$ cat src/logic/fsp_cfg.svh
// Register offsets, field positions, reset values and timing of the serial port.
`ifndef FSP_CFG_SVH
`define FSP_CFG_SVH
`define FSP_A_BUF  4'h0
`define FSP_A_IER  4'h1
`define FSP_A_FCR  4'h2
`define FSP_A_LCR  4'h3
`define FSP_A_MCR  4'h4
`define FSP_A_LSR  4'h5
`define FSP_A_THR  4'h6
`define FSP_A_RXO  4'h7
`define FSP_A_TXO  4'h8
`define FSP_A_MUL  4'h9
`define FSP_A_DIV  4'ha
`define FSP_A_DMA  4'hb
`define FSP_A_OSC  4'hc
`define FSP_LCR_STB  2
`define FSP_LCR_PEN  3
`define FSP_LCR_EPS  4
`define FSP_LCR_DIVISOR_LATCH_ACCESS 7
`define FSP_MCR_RTS  1
`define FSP_MCR_AFE  5
`define FSP_FCR_EN   0
`define FSP_FCR_RXR  1
`define FSP_FCR_TXR  2
`define FSP_DMA_ACT  0
`define FSP_DMA_DIR  1
`define FSP_RST_MUL  32'h02a30000
`define FSP_RST_DIV  32'h02625a00
`define FSP_RST_DLL  8'h18
`define FSP_RST_LCR  8'h03
`define FSP_RST_THR  7'h30
`define FSP_CLK_NS   25
`define FSP_TRAIL_BITS 40
`endif

$ cat src/logic/fsp_pkg.sv
// Types shared by the serial port design.
package fsp_pkg;
  typedef enum logic [2:0] {
    T_IDLE  = 3'b000,
    T_START = 3'b001,
    T_DATA  = 3'b010,
    T_PAR   = 3'b011,
    T_STOP  = 3'b100
  } fsp_tx_st_t;
  typedef enum logic [2:0] {
    R_IDLE  = 3'b000,
    R_START = 3'b001,
    R_DATA  = 3'b010,
    R_PAR   = 3'b011,
    R_STOP  = 3'b100
  } fsp_rx_st_t;
endpackage

$ cat src/logic/fsp_uart.sv
// Fast serial port: transmitter, receiver, FIFOs, rate synth, autoflow.
// Overview of operation
// - Frames are 7 to 12 bit periods depending on size, parity, stop.
// - A frame starts with the line falling from idle high to low.
// - Five to eight data bits follow, least significant bit first.
// - Optional parity bit: even or odd over the data bits.
// - Stop period of one, one and a half or two bits at one.
// - Separate transmit and receive FIFOs of 64 characters each.
// - Baud logic runs on the system clock, the source of the base.
// - Divisor is high byte in bits 15..8, low byte in bits 7..0.
// - Base frequency is system clock times multiplier over divisor.
// - The 3686400 setting uses thirteen base periods per bit.
// - All other rates use sixteen base periods per bit.
// - Bases 47923200 and 44236800 Hz with the divisors give the rates.
// - Receive DMA channel is direction 1, started after programming.
// - Transmit DMA channel is direction 0, started after programming.
// - Leftover receive bytes below trigger are still drained by DMA.
// - Enable bits 7 and 4..0 cleared with FIFOs on means polled mode.
// - Data ready is set while any received byte remains.
// - Transmit request when data needed; empty flag when all is empty.
// - With control bit 5 set, a byte starts only while clear-to-send is low; running ones end.
// - Control bits 1 and 5 give full autoflow, bit 5 alone half.
// - Full autoflow drops request at the threshold, restores below.
//
// Decided for this implementation: the register addresses and the plain strobed port.
module fsp_uart
  import fsp_pkg::*;
#(
  parameter int DEPTH = 64,
  parameter int AW    = 6
) (
  input  wire logic        clk_i,
  input  wire logic        rst_n_i,
  input  wire logic [3:0]  reg_addr_i,
  input  wire logic [31:0] reg_wdata_i,
  input  wire logic        reg_wr_i,
  input  wire logic        reg_rd_i,
  output logic      [31:0] reg_rdata_o,
  input  wire logic        port1_serial_in_i,
  input  wire logic        port1_cts_in_n_i,
  output logic             port1_serial_out_o,
  output logic             port1_rts_out_n_o,
  output logic             dma_rx_req_o,
  output logic             dma_tx_req_o
);
`include "fsp_cfg.svh"

  function automatic logic [7:0] fsp_mask(input logic [1:0] w);
    fsp_mask = 8'hff >> (2'd3 - w);
  endfunction

  logic [7:0]  dll, divisor_high_byte, ier, lcr, modem_control_register;
  logic        fifo_en, os13, oe, pe, fe;
  logic [AW:0] thr;
  logic [31:0] mult, ddiv, acc;
  logic [1:0]  dma;
  logic [15:0] dcnt;
  logic        rx_m, rx_s, cts_m, cts_s;

  // Register port decode.
  logic divisor_latch_access, wr_buf, rd_buf, rd_lsr, wr_fcr;
  assign divisor_latch_access   = lcr[`FSP_LCR_DIVISOR_LATCH_ACCESS];
  assign wr_buf = reg_wr_i && reg_addr_i == `FSP_A_BUF && !divisor_latch_access;
  assign rd_buf = reg_rd_i && reg_addr_i == `FSP_A_BUF && !divisor_latch_access;
  assign rd_lsr = reg_rd_i && reg_addr_i == `FSP_A_LSR;
  assign wr_fcr = reg_wr_i && reg_addr_i == `FSP_A_FCR;

  // Rate synthesis: the accumulator gains the multiplier each clock and
  // sheds the divisor on every base tick. The base must stay below clk_i.
  logic [32:0] acc_sum;
  logic [15:0] divv, dv_m1;
  logic        base_tk, os_tk;
  logic [4:0]  osn;
  logic [5:0]  blast, half_m1, sl_m1;
  logic        rate_wr;
  assign rate_wr = reg_wr_i && (reg_addr_i == `FSP_A_MUL
                                || reg_addr_i == `FSP_A_DIV);
  always_comb begin
    acc_sum = {1'b0, acc} + {1'b0, mult};
    base_tk = acc_sum >= {1'b0, ddiv};
    divv    = {divisor_high_byte, dll};
    dv_m1   = (divv == 16'h0) ? 16'h0 : divv - 16'h1;
    os_tk   = base_tk && dcnt >= dv_m1;
    osn     = os13 ? 5'd13 : 5'd16;
    blast   = {1'b0, osn} - 6'h1;
    half_m1 = {2'b0, osn[4:1]} - 6'h1;
    if (!lcr[`FSP_LCR_STB]) begin
      sl_m1 = blast;
    end else if (lcr[1:0] == 2'b00) begin
      sl_m1 = blast + {2'b0, osn[4:1]};
    end else begin
      sl_m1 = blast + {1'b0, osn};
    end
  end

  always_ff @(posedge clk_i or negedge rst_n_i) begin
    if (!rst_n_i) begin
      acc  <= 32'h0;
      dcnt <= 16'h0;
    end else begin
      if (base_tk) begin
        dcnt <= os_tk ? 16'h0 : dcnt + 16'h1;
      end
      // A new ratio restarts the phase. A remainder left by a ratio above
      // one would otherwise keep base ticks on for a very long time.
      if (rate_wr) begin
        acc  <= 32'h0;
      end else if (base_tk) begin
        acc  <= 32'(acc_sum - {1'b0, ddiv});
      end else begin
        acc  <= acc_sum[31:0];
      end
    end
  end

  // Pin synchronisers.
  always_ff @(posedge clk_i or negedge rst_n_i) begin
    if (!rst_n_i) begin
      rx_m  <= 1'b1;
      rx_s  <= 1'b1;
      cts_m <= 1'b1;
      cts_s <= 1'b1;
    end else begin
      rx_m  <= port1_serial_in_i;
      rx_s  <= rx_m;
      cts_m <= port1_cts_in_n_i;
      cts_s <= cts_m;
    end
  end

  // FIFOs. With the FIFOs disabled each side holds a single character.
  logic [7:0]    rx_mem [DEPTH];
  logic [7:0]    tx_mem [DEPTH];
  logic [AW-1:0] rx_wp, rx_rp, tx_wp, tx_rp;
  logic [AW:0]   rx_cnt, tx_cnt, lim;
  logic          rx_full, tx_full, rx_push, rx_pop, tx_push, tx_pop;
  logic          rx_clr, tx_clr, rx_done;
  logic [7:0]    rx_data;
  assign lim     = fifo_en ? (AW+1)'(DEPTH) : (AW+1)'(1);
  assign rx_full = rx_cnt >= lim;
  assign tx_full = tx_cnt >= lim;
  assign rx_push = rx_done && !rx_full;
  assign rx_pop  = rd_buf && rx_cnt != '0;
  assign tx_push = wr_buf && !tx_full;
  assign rx_clr  = wr_fcr && reg_wdata_i[`FSP_FCR_RXR];
  assign tx_clr  = wr_fcr && reg_wdata_i[`FSP_FCR_TXR];

  always_ff @(posedge clk_i) begin
    if (rx_push) begin
      rx_mem[rx_wp] <= rx_data;
    end
    if (tx_push) begin
      tx_mem[tx_wp] <= reg_wdata_i[7:0];
    end
  end

  always_ff @(posedge clk_i or negedge rst_n_i) begin
    if (!rst_n_i) begin
      rx_wp  <= '0;
      rx_rp  <= '0;
      rx_cnt <= '0;
      tx_wp  <= '0;
      tx_rp  <= '0;
      tx_cnt <= '0;
    end else begin
      if (rx_clr) begin
        rx_wp  <= '0;
        rx_rp  <= '0;
        rx_cnt <= '0;
      end else begin
        rx_wp  <= rx_wp + AW'(rx_push);
        rx_rp  <= rx_rp + AW'(rx_pop);
        rx_cnt <= rx_cnt + (AW+1)'(rx_push) - (AW+1)'(rx_pop);
      end
      if (tx_clr) begin
        tx_wp  <= '0;
        tx_rp  <= '0;
        tx_cnt <= '0;
      end else begin
        tx_wp  <= tx_wp + AW'(tx_push);
        tx_rp  <= tx_rp + AW'(tx_pop);
        tx_cnt <= tx_cnt + (AW+1)'(tx_push) - (AW+1)'(tx_pop);
      end
    end
  end

  // Transmitter.
  fsp_tx_st_t tst, next_tst;
  logic [5:0] tos, next_tos;
  logic [2:0] tbit, next_tbit;
  logic [7:0] tsh, next_tsh;
  logic       tpar, next_tpar, next_txd, cts_ok, tend;
  assign cts_ok = !modem_control_register[`FSP_MCR_AFE] || !cts_s;
  always_comb begin
    next_tst  = tst;
    next_tos  = tos;
    next_tbit = tbit;
    next_tsh  = tsh;
    next_tpar = tpar;
    tx_pop    = 1'b0;
    tend      = os_tk && tos == ((tst == T_STOP) ? sl_m1 : blast);
    if (os_tk) begin
      next_tos = tend ? 6'h0 : tos + 6'h1;
    end
    case (tst)
      T_IDLE: begin
        next_tos = 6'h0;
        // A byte in flight is never stopped; only the launch looks at CTS.
        if (tx_cnt != '0 && cts_ok && !tx_clr) begin
          tx_pop    = 1'b1;
          next_tsh  = tx_mem[tx_rp];
          next_tpar = ^(tx_mem[tx_rp] & fsp_mask(lcr[1:0]))
                      ^ !lcr[`FSP_LCR_EPS];
          next_tst  = T_START;
        end
      end
      T_START: begin
        if (tend) begin
          next_tbit = 3'h0;
          next_tst  = T_DATA;
        end
      end
      T_DATA: begin
        if (tend) begin
          next_tsh  = tsh >> 1;
          next_tbit = tbit + 3'h1;
          if (tbit == {1'b1, lcr[1:0]}) begin
            next_tst = lcr[`FSP_LCR_PEN] ? T_PAR : T_STOP;
          end
        end
      end
      T_PAR: begin
        if (tend) begin
          next_tst = T_STOP;
        end
      end
      T_STOP: begin
        if (tend) begin
          next_tst = T_IDLE;
        end
      end
      default: next_tst = T_IDLE;
    endcase
    case (next_tst)
      T_START: next_txd = 1'b0;
      T_DATA:  next_txd = next_tsh[0];
      T_PAR:   next_txd = next_tpar;
      default: next_txd = 1'b1;
    endcase
  end

  always_ff @(posedge clk_i or negedge rst_n_i) begin
    if (!rst_n_i) begin
      tst                <= T_IDLE;
      tos                <= 6'h0;
      tbit               <= 3'h0;
      tsh                <= 8'h0;
      tpar               <= 1'b0;
      port1_serial_out_o <= 1'b1;
    end else begin
      tst                <= next_tst;
      tos                <= next_tos;
      tbit               <= next_tbit;
      tsh                <= next_tsh;
      tpar               <= next_tpar;
      port1_serial_out_o <= next_txd;
    end
  end

  // Receiver: start is checked at mid bit, then every bit at its middle.
  fsp_rx_st_t rst_q, next_rst;
  logic [5:0] ros, next_ros;
  logic [2:0] rbit, next_rbit;
  logic [7:0] rsh, next_rsh;
  logic       rpar, next_rpar, rend, pe_ev, fe_ev;
  assign rx_data = rsh >> (2'd3 - lcr[1:0]);
  always_comb begin
    next_rst  = rst_q;
    next_ros  = ros;
    next_rbit = rbit;
    next_rsh  = rsh;
    next_rpar = rpar;
    rx_done   = 1'b0;
    pe_ev     = 1'b0;
    fe_ev     = 1'b0;
    rend      = os_tk && ros == ((rst_q == R_START) ? half_m1 : blast);
    if (os_tk) begin
      next_ros = rend ? 6'h0 : ros + 6'h1;
    end
    case (rst_q)
      R_IDLE: begin
        next_ros = 6'h0;
        if (!rx_s) begin
          next_rst = R_START;
        end
      end
      R_START: begin
        if (rend) begin
          next_rbit = 3'h0;
          next_rst  = rx_s ? R_IDLE : R_DATA;
        end
      end
      R_DATA: begin
        if (rend) begin
          next_rsh  = {rx_s, rsh[7:1]};
          next_rbit = rbit + 3'h1;
          if (rbit == {1'b1, lcr[1:0]}) begin
            next_rst = lcr[`FSP_LCR_PEN] ? R_PAR : R_STOP;
          end
        end
      end
      R_PAR: begin
        if (rend) begin
          next_rpar = rx_s;
          next_rst  = R_STOP;
        end
      end
      R_STOP: begin
        if (rend) begin
          rx_done  = 1'b1;
          fe_ev    = !rx_s;
          pe_ev    = lcr[`FSP_LCR_PEN] && (rpar != (^(rx_data
                     & fsp_mask(lcr[1:0])) ^ !lcr[`FSP_LCR_EPS]));
          next_rst = R_IDLE;
        end
      end
      default: next_rst = R_IDLE;
    endcase
  end

  always_ff @(posedge clk_i or negedge rst_n_i) begin
    if (!rst_n_i) begin
      rst_q <= R_IDLE;
      ros   <= 6'h0;
      rbit  <= 3'h0;
      rsh   <= 8'h0;
      rpar  <= 1'b0;
    end else begin
      rst_q <= next_rst;
      ros   <= next_ros;
      rbit  <= next_rbit;
      rsh   <= next_rsh;
      rpar  <= next_rpar;
    end
  end

  // Trailing bytes: a quiet receive FIFO below trigger still asks for DMA.
  logic [9:0] trc, next_trc, trail_lim;
  logic       trail;
  assign trail_lim = 10'(`FSP_TRAIL_BITS) * {5'h0, osn};
  assign trail     = trc >= trail_lim;
  always_comb begin
    next_trc = trc;
    if (rx_push || rx_pop || rx_cnt == '0) begin
      next_trc = 10'h0;
    end else if (os_tk && !trail) begin
      next_trc = trc + 10'h1;
    end
  end

  // Registered outputs and status flags. Set wins over the clear on read.
  logic        full_auto, dr, thre, temt;
  logic        next_rts, next_drx, next_dtx, next_oe, next_pe, next_fe;
  logic [31:0] next_rdata;
  assign full_auto = modem_control_register[`FSP_MCR_AFE] && modem_control_register[`FSP_MCR_RTS];
  assign dr        = rx_cnt != '0;
  assign thre      = tx_cnt == '0;
  assign temt      = thre && tst == T_IDLE;
  always_comb begin
    // The remote may still land one byte after release; room above the
    // threshold absorbs it.
    next_rts = full_auto ? (rx_cnt >= thr)
                         : !modem_control_register[`FSP_MCR_RTS];
    next_drx = dma[`FSP_DMA_ACT] && dma[`FSP_DMA_DIR] && dr
               && (rx_cnt >= thr || trail);
    next_dtx = dma[`FSP_DMA_ACT] && !dma[`FSP_DMA_DIR]
               && !tx_full;
    next_oe  = (oe && !rd_lsr) || (rx_done && rx_full);
    next_pe  = (pe && !rd_lsr) || (rx_push && pe_ev);
    next_fe  = (fe && !rd_lsr) || (rx_push && fe_ev);
    next_rdata = 32'h0;
    if (reg_rd_i) begin
      case (reg_addr_i)
        `FSP_A_BUF: next_rdata = {24'h0, divisor_latch_access ? dll
                                 : (dr ? rx_mem[rx_rp] : 8'h0)};
        `FSP_A_IER: next_rdata = {24'h0, divisor_latch_access ? divisor_high_byte : ier};
        `FSP_A_FCR: next_rdata = {31'h0, fifo_en};
        `FSP_A_LCR: next_rdata = {24'h0, lcr};
        `FSP_A_MCR: next_rdata = {24'h0, modem_control_register};
        // Error flags read as they stand; the read clears them after.
        `FSP_A_LSR: next_rdata = {25'h0, temt, thre, 1'b0,
                                  fe, pe, oe, dr};
        `FSP_A_THR: next_rdata = 32'(thr);
        `FSP_A_RXO: next_rdata = 32'(rx_cnt);
        `FSP_A_TXO: next_rdata = 32'(tx_cnt);
        `FSP_A_MUL: next_rdata = mult;
        `FSP_A_DIV: next_rdata = ddiv;
        `FSP_A_DMA: next_rdata = {30'h0, dma};
        `FSP_A_OSC: next_rdata = {31'h0, os13};
        default:    next_rdata = 32'h0;
      endcase
    end
  end

  always_ff @(posedge clk_i or negedge rst_n_i) begin
    if (!rst_n_i) begin
      dll               <= `FSP_RST_DLL;
      divisor_high_byte               <= 8'h0;
      ier               <= 8'h0;
      lcr               <= `FSP_RST_LCR;
      modem_control_register               <= 8'h0;
      fifo_en           <= 1'b1;
      os13              <= 1'b0;
      thr               <= `FSP_RST_THR;
      mult              <= `FSP_RST_MUL;
      ddiv              <= `FSP_RST_DIV;
      dma               <= 2'h0;
      oe                <= 1'b0;
      pe                <= 1'b0;
      fe                <= 1'b0;
      trc               <= 10'h0;
      reg_rdata_o       <= 32'h0;
      port1_rts_out_n_o <= 1'b1;
      dma_rx_req_o      <= 1'b0;
      dma_tx_req_o      <= 1'b0;
    end else begin
      if (reg_wr_i) begin
        case (reg_addr_i)
          `FSP_A_BUF: if (divisor_latch_access) dll <= reg_wdata_i[7:0];
          // Zero enables leave the port polled; no interrupt logic here.
          `FSP_A_IER: if (divisor_latch_access) divisor_high_byte <= reg_wdata_i[7:0];
                      else ier <= reg_wdata_i[7:0];
          `FSP_A_FCR: fifo_en <= reg_wdata_i[`FSP_FCR_EN];
          `FSP_A_LCR: lcr <= reg_wdata_i[7:0];
          `FSP_A_MCR: modem_control_register <= reg_wdata_i[7:0];
          `FSP_A_THR: thr <= reg_wdata_i[AW:0];
          `FSP_A_MUL: mult <= reg_wdata_i;
          `FSP_A_DIV: ddiv <= reg_wdata_i;
          `FSP_A_DMA: dma <= reg_wdata_i[1:0];
          `FSP_A_OSC: os13 <= reg_wdata_i[0];
          default: ;
        endcase
      end
      oe                <= next_oe;
      pe                <= next_pe;
      fe                <= next_fe;
      trc               <= next_trc;
      reg_rdata_o       <= next_rdata;
      port1_rts_out_n_o <= next_rts;
      dma_rx_req_o      <= next_drx;
      dma_tx_req_o      <= next_dtx;
    end
  end
endmodule

$ cat config.mk
export PLATFORM = sky130hd
export DESIGN_NAME = fsp_uart
export DESIGN_NICKNAME = d
export VERILOG_FILES = /design/src/logic/fsp_pkg.sv /design/src/logic/fsp_uart.sv
export VERILOG_INCLUDE_DIRS = /design/src /design/src/logic
export SDC_FILE = /design/constraint.sdc
export NUM_CORES = 2
export LEC_CHECK = 0
export BUFFER_PORTS_ARGS = -buffer_cell sky130_fd_sc_hd__buf_2
export CAP_MARGIN = 0
export CORE_ASPECT_RATIO = 0.9
export CORE_MARGIN = 5
export CORE_UTILIZATION = 40
export CTS_CLUSTER_SIZE = 28
export DETAILED_ROUTE_END_ITERATION = 12
export HOLD_SLACK_MARGIN = 0.03
export PLACE_DENSITY = 0.56
export SETUP_SLACK_MARGIN = 0.1
export SYNTH_ARGS = -nofsm -noshare
export SYNTH_HDL_FRONTEND = slang
export SYNTH_SLANG_ARGS = --single-unit
$ cat constraint.sdc
create_clock -name clk_i -period 11.15 [get_ports clk_i]
set_clock_uncertainty 0.2 [all_clocks]
set_input_delay 1.115 -clock clk_i [delete_from_list [all_inputs] [get_ports clk_i]]
set_output_delay 1.115 -clock clk_i [all_outputs]
set_load 0.02 [all_outputs]
**Yosys cells after proc, flatten, opt, wreduce, memory -nomap -nowiden**

Memories as Yosys holds them, arrays and structs flattened.
Index checks and enable logic that the tools add are counted.

- $add $sub $neg: 22
- $mul: 1
- Magnitude comparators: 6
- Equal/unequal tests: 37
- Shift-type cells: 2
- Mux-type cells: 69
- Bitwise operators: 5
- Reduce and logical (&&, ||, !) cells: 86

Operator list:

| kind | count |
|---|---|
| $pmux 32 s13 | 1 |
| $mux 32 | 3 |
| $mux 6 | 14 |
| $mux 3 | 16 |
| $mux 8 | 5 |
| $add 32x32->33 | 1 |
| $ge 33x32->1 | 1 |
| $logic_and 1x1->1 | 32 |
| $mux 16 | 2 |
| $sub 32x32->32 | 1 |
| $pmux 3 s5 | 2 |
| $add 6x1->6 | 4 |
| $ge 7x7->1 | 3 |
| $mux 7 | 3 |
| $eq 4x4->1 const B | 5 |
| $mux 10 | 2 |
| $reduce_and 2->1 | 10 |
| $eq 3x2->1 const B | 6 |
| $ne 2x2->1 const B | 9 |
| $reduce_and 3->1 | 6 |
| $add 16x1->16 const B | 1 |
| $and 8x8->8 | 2 |
| $eq 4x3->1 const B | 4 |
| $ge 16x16->1 | 1 |
| other kinds (41) | 94 |

- Bits in registers: 296
- Bits in writable memories: 1024
- Bits of input ports: 42
- Memories kept: 2

Memory list:

| memory | words | bits a word | read ports | clocked after Yosys merged registers in | wr ports | line | text |
|---|---|---|---|---|---|---|---|
| rx_mem | 64 | 8 | 1 | 0 | 1 | fsp_uart.sv:132 | `logic [7:0] rx_mem [DEPTH];` |
| tx_mem | 64 | 8 | 1 | 0 | 1 | fsp_uart.sv:133 | `logic [7:0] tx_mem [DEPTH];` |

**Longest topological paths before layout**

- Depth after elaboration: 12
- Mapped depth: 33

**Worst setup path before layout**

Ideal clock, no wire load.

- Path type: reg2reg
- Start: register mult[0]
- End: register rx_cnt[6]
- Library setup time: 78 ps
- Arrival time: 5632 ps
- Path slack: 5240 ps
- Stages on the path, launching flop included: 34
- Clock period less this slack: 5910 ps
- Path through: dfrtp_1 ha_1 inv_1 fa_1 nor2b_1 o21a_1 o21ai_0 a211o_1 a21boi_0 o21ai_0 a211oi_1 nor3_1 nor4_1 nor2b_1 ha_1 nand4_1 nor2_1 nand2_1 nor3_1 a31oi_1 o221a_2 o221ai_1 nand4_1 ha_1 ha_1 inv_1 fa_1 o21bai_1 a21oi_1 nor2_1 nor2_1 nor2_1 or3_1 a21oi_1

- Longest elaborated chain between the ends: 10

RTL lines:

| what | line | text |
|---|---|---|
| from (decl) | fsp_uart.sv:55 | `logic [31:0] mult, ddiv, acc;` |
| from (signal assigned) | fsp_uart.sv:415 | `` mult <= `FSP_RST_MUL; `` |
| from (signal assigned) | fsp_uart.sv:437 | `` `FSP_A_MUL: mult <= reg_wdata_i; `` |
| $add 32x32->33 | fsp_uart.sv:79 | `acc_sum = {1'b0, acc} + {1'b0, mult};` |
| $ge 33x32->1 | fsp_uart.sv:80 | `base_tk = acc_sum >= {1'b0, ddiv};` |
| $logic_and 1x1->1 | fsp_uart.sv:83 | `os_tk = base_tk && dcnt >= dv_m1;` |
| $logic_and 1x1->1 | fsp_uart.sv:286 | `rend = os_tk && ros == ((rst_q == R_START) ? half_m1 : blast);` |
| $mux 1 | fsp_uart.sv:319 | `if (rend) begin` |
| $mux 1 | fsp_uart.sv:290 | `case (rst_q)` |
| $logic_and 1x1->1 | fsp_uart.sv:142 | `assign rx_push = rx_done && !rx_full;` |
| $add 7x1->7 | fsp_uart.sv:173 | `rx_cnt <= rx_cnt + (AW+1)'(rx_push) - (AW+1)'(rx_pop);` |
| $sub 7x1->7 | fsp_uart.sv:173 |  |
| $mux 7 | fsp_uart.sv:166 | `if (rx_clr) begin` |
| to (signal assigned) | fsp_uart.sv:173 |  |
| to (decl) | fsp_uart.sv:135 | `logic [AW:0] rx_cnt, tx_cnt, lim;` |

No other way between the ends.
A chain may end at the register's enable or synchronous reset.

**Worst setup path after layout**

- Start: register mult[0]
- End: memory rx_mem[45][0], enable pin

- Longest elaborated chain between the ends: 9

RTL lines:

| what | line | text |
|---|---|---|
| $add 32x32->33 | fsp_uart.sv:79 |  |
| $ge 33x32->1 | fsp_uart.sv:80 |  |
| $logic_and 1x1->1 | fsp_uart.sv:83 |  |
| $logic_and 1x1->1 | fsp_uart.sv:286 |  |
| $mux 1 | fsp_uart.sv:319 |  |
| $mux 1 | fsp_uart.sv:290 |  |
| $logic_and 1x1->1 | fsp_uart.sv:142 |  |
| $mux 1 | fsp_uart.sv:149 | `if (rx_push) begin` |
| $mux 1 (not written as such) | fsp_uart.sv:150 | `rx_mem[rx_wp] <= rx_data;` |
| to (decl) | fsp_uart.sv:132 |  |

No other way between the ends.

==> results by group <==
Power
  • Design internal power: 10810 uW
  • Proportion of power drawn by combinational gates: 0.333
  • LEAKAGE: 0.02236 uW
  • VDD IR-drop max: 0.1952 mV
  • Reg power frac: 0.373
  • Cell Pwr Density: 247.7 nW/um^2
  • Clock Power Share: 0.294
  • Switching Fraction: 0.3309
  • P_sw: 5344 uW

Yosys
  • Synthesized area: 57870 um^2
  • Commonest cells in the netlist: edfxtp_1, nor2_1, mux4_2, dfrtp_1, nand2_1
  • Post-synthesis simple-gate area fraction: 0.06314
  • Ys flop type: edfxtp_1
  • Yosys warns: 0
  • Mux cell area share after synthesis: 0.1536
  • Post-synthesis net count: 3813
  • Post-Synth XOR/XNOR Area: 0.01968
  • Register bit total from synthesis: 1320
  • Syn_area_per_cell: 15.95 um^2
  • Top cell type's share of synthesized area: 0.5314
  • Yosys top cell by area: edfxtp_1
  • Synth Area in Adders: 0.03166
  • Top-count cell post-synth: edfxtp_1
  • Async set-reset flop share out of synthesis: 0.2242
  • Largest cells by area after synthesis: edfxtp_1, mux4_2, dfrtp_1
  • Number of synthesized flops with an enable pin: 1024
  • Gate Count Post-Synth: 3627
  • Synth Area in Compound Gates: 0.05265
  • Distinct cells, synth: 78
  • Largest family of logic cells by synthesized area: multiplexers
  • Register area share after synthesis: 0.6600

Timing
  • Max-slew headroom: 0.2884
  • Tightest Pin Transition: 1063 ps
  • Setup TNS: 0 ps
  • Maximum clock rate: 0.1315 GHz
  • Final critical-path share of the clock period: 0.6820
  • Hold Fails Final Rpt: 0
  • Fin crit period: 7604 ps
  • RSZ-0062 raised after global routing: no
  • Slack of the critical path: 3546 ps
  • Final Setup Violations: 0
  • Pins Over Slew Limit: 0

Worst setup path
  • Crit end category: register
  • CP max stage cell: nor2_1
  • Crit path launch type: register
  • Critical path class: reg -> reg
  • CP most frequent cell: nor2_1
  • CP required: 11340 ps
  • CP peak stage delay: 890 ps
  • Worst path arrival time: 7790 ps
  • Critical path's top delay family: simple AND/OR/NAND/NOR gates
  • Worst Path Buf+Inv: 1
  • Critical path fanouts, max: 8

Drt
  • Drc violations: 0
  • Antenna-violating nets left: 0
  • TritonRoute pass-1 iters: 5
  • Vias after detailed routing: 31820
  • Routed length per instance: 24.45 um
  • Routed vias/inst: 5.494
  • Total Wirelength: 141600 um
  • DR iter-0 viols: 2487

GRT
  • Met3 Usage GRT: 0.03255
  • GRT busiest layer: met2
  • Vias in the first global route: 32250
  • Global-route wire length before repair: 213000 um
  • GR Util met2: 0.2915
  • GRT Total Usage: 0.1857
  • GRT met1 Usage: 0.2689
  • Largest net degree at the start of global routing: 151
  • Initial antenna violation count: 3
  • GRT overflow: 0

Layout
  • Util after Layout: 0.4532
  • Final nets: 3919
  • Final instance area: 65200 um^2
  • Layout cells sized above 1: 0.2150
  • Area growth from synthesis to layout: 12.68%

Clock tree
  • Resize count post-CTS: 0
  • Clock latency on the worst-skew pair: 770 ps
  • Postcts setup bufs: 0
  • # H-tree levels: 4
  • Number of buffers created by CTS: 140
  • Clk root buf: clkbuf_16
  • CTS tree: built
  • # clock sinks: 1320
  • Post-CTS Hold Fix Bufs: 0
  • Worst-path clk slew: 60 ps
  • CTS max path bufs: 3

Placement
  • Routability Congestion: 0.8214
  • Dpl ws: 3564 ps
  • Buffers on Ports: 77
  • Cell Area, Placed: 60510 um^2
  • Post-DP HPWL: 88680 um

Hold path
  • Min-Delay Path Class: in -> async

Floorplanning
  • Die area: 152400 um^2
  • Die Ht: 370.8 um
  • Site row count: 132
  • I/O pin cnt: 78
  • Core area: 143900 um^2
  • Die width: 410.9 um
  • Initial core utilization: 0.4023

Run status
  • Status: complete, no violations

Run
  • MaxCap Viol Count: 0
==> through the flow <==
| step | hold slack (ps) | instances | power, uW |
|---|---|---|---|
| after detailed placement | 153.4 | 5534 | 11530 |
| after floorplan | 145.2 | 3627 | 10080 |
| final | 139.1 | 5791 | 16150 |
| after CTS | 113.4 | 5790 | 16330 |
| after global placement | 151.0 | 5534 | 11530 |
| after global routing | 159.1 | 5790 | 17100 |
==> power groups by stage <==
| stage | Combinational, uW | Clock, uW | Sequential, uW |
|---|---|---|---|
| 2_1_floorplan | 4210 | 0 | 5870 |
| 3_3_place_gp | 5410 | 0 | 6120 |
| 3_5_place_dp | 5410 | 0 | 6130 |
| 4_1_cts | 5440 | 4860 | 6030 |
| 5_1_grt | 5970 | 5070 | 6070 |
| 6_report | 5380 | 4750 | 6020 |
==> metal layers <==
metal / part of all wire / wire (um)
met5: 0 / 0
met4: 0.023 / 3321
met3: 0.053 / 7551
met2: 0.46 / 65730
met1: 0.46 / 65000
==> kinds of logic (layout without fill, tap and decap cells) <==
kind of cell,Yosys count,in the layout
adders and majority gates,144,144
and+or+nand+nor,811,811
DFF,1320,1320
AOI/OAI and AO/OA,463,463
muxes,487,487
buffers and inverters,272,492
other,0,1
xor gates and xnor gates,130,130
==> worst register-to-register path: cells and delay by family, from the launching register on <==
kind            cells  cell delay (ps)
fa+ha+maj           3              930
simple gates       12             3620
buf+inv             1               50
flops               1              380
compound gates      9             2070
==> state kept, by name (all words and copies together) (netlist names), 7 cells and up <==
signal                  flops
thr                         7
mult                       32
rx_cnt                      7
dcnt                       16
lcr                         8
ddiv                       32
dll                         8
rx_mem                    512
trc                        10
acc                        32
tsh                         8
tx_mem                    512
rsh                         8
modem_control_register      8
reg_rdata_o                32
divisor_high_byte           8
ier                         8
tx_cnt                      7
==> path summary, 6_finish.rpt <==
| path | end | cells past startpoint | slack (ps) | from |
|---|---|---|---|---|
| worst max-delay path | rx_mem[45][0] | 25 | 3550 | mult[0] |
| min in group clk_i | rx_s | 0 | 160 | rx_m |
| worst min register to register | rx_s | 0 | 160 | rx_m |
| worst min-delay path | reg_rdata_o[26] | 1 | 140 | rst_n_i |
| worst max register to register | rx_mem[45][0] | 25 | 3550 | mult[0] |
| max in group asynchronous | tx_rp[0] | 3 | 8300 | rst_n_i |
==> placed cells by master, fill, tap and decap left out, drive strengths merged, types with 50 or more instances in the layout <==
cell type / n
edfxtp: 1024
nor2: 336
mux4: 309
dfrtp: 270
nand2: 207
clkbuf: 172
ha: 140
a21oi: 127
inv: 123
buf: 123
mux2: 119
o21ai: 87
xnor2: 80
mux2i: 59
nand3: 54
xor2: 50
==> final cells by class <==
class / count / area (um^2)
Multi-Input combinational cell: 2035 / 18680
Fill cell: 12500 / 78650
Tap cell: 1943 / 2431
Clock buffer: 172 / 3737
Clock inverter: 84 / 949.7
Inverter: 113 / 424.2
Antenna cell: 1 / 2.502
Timing Repair Buffer: 123 / 765.7
Sequential cell: 1320 / 38210
Note: power is estimated with default switching activity, not from simulation.
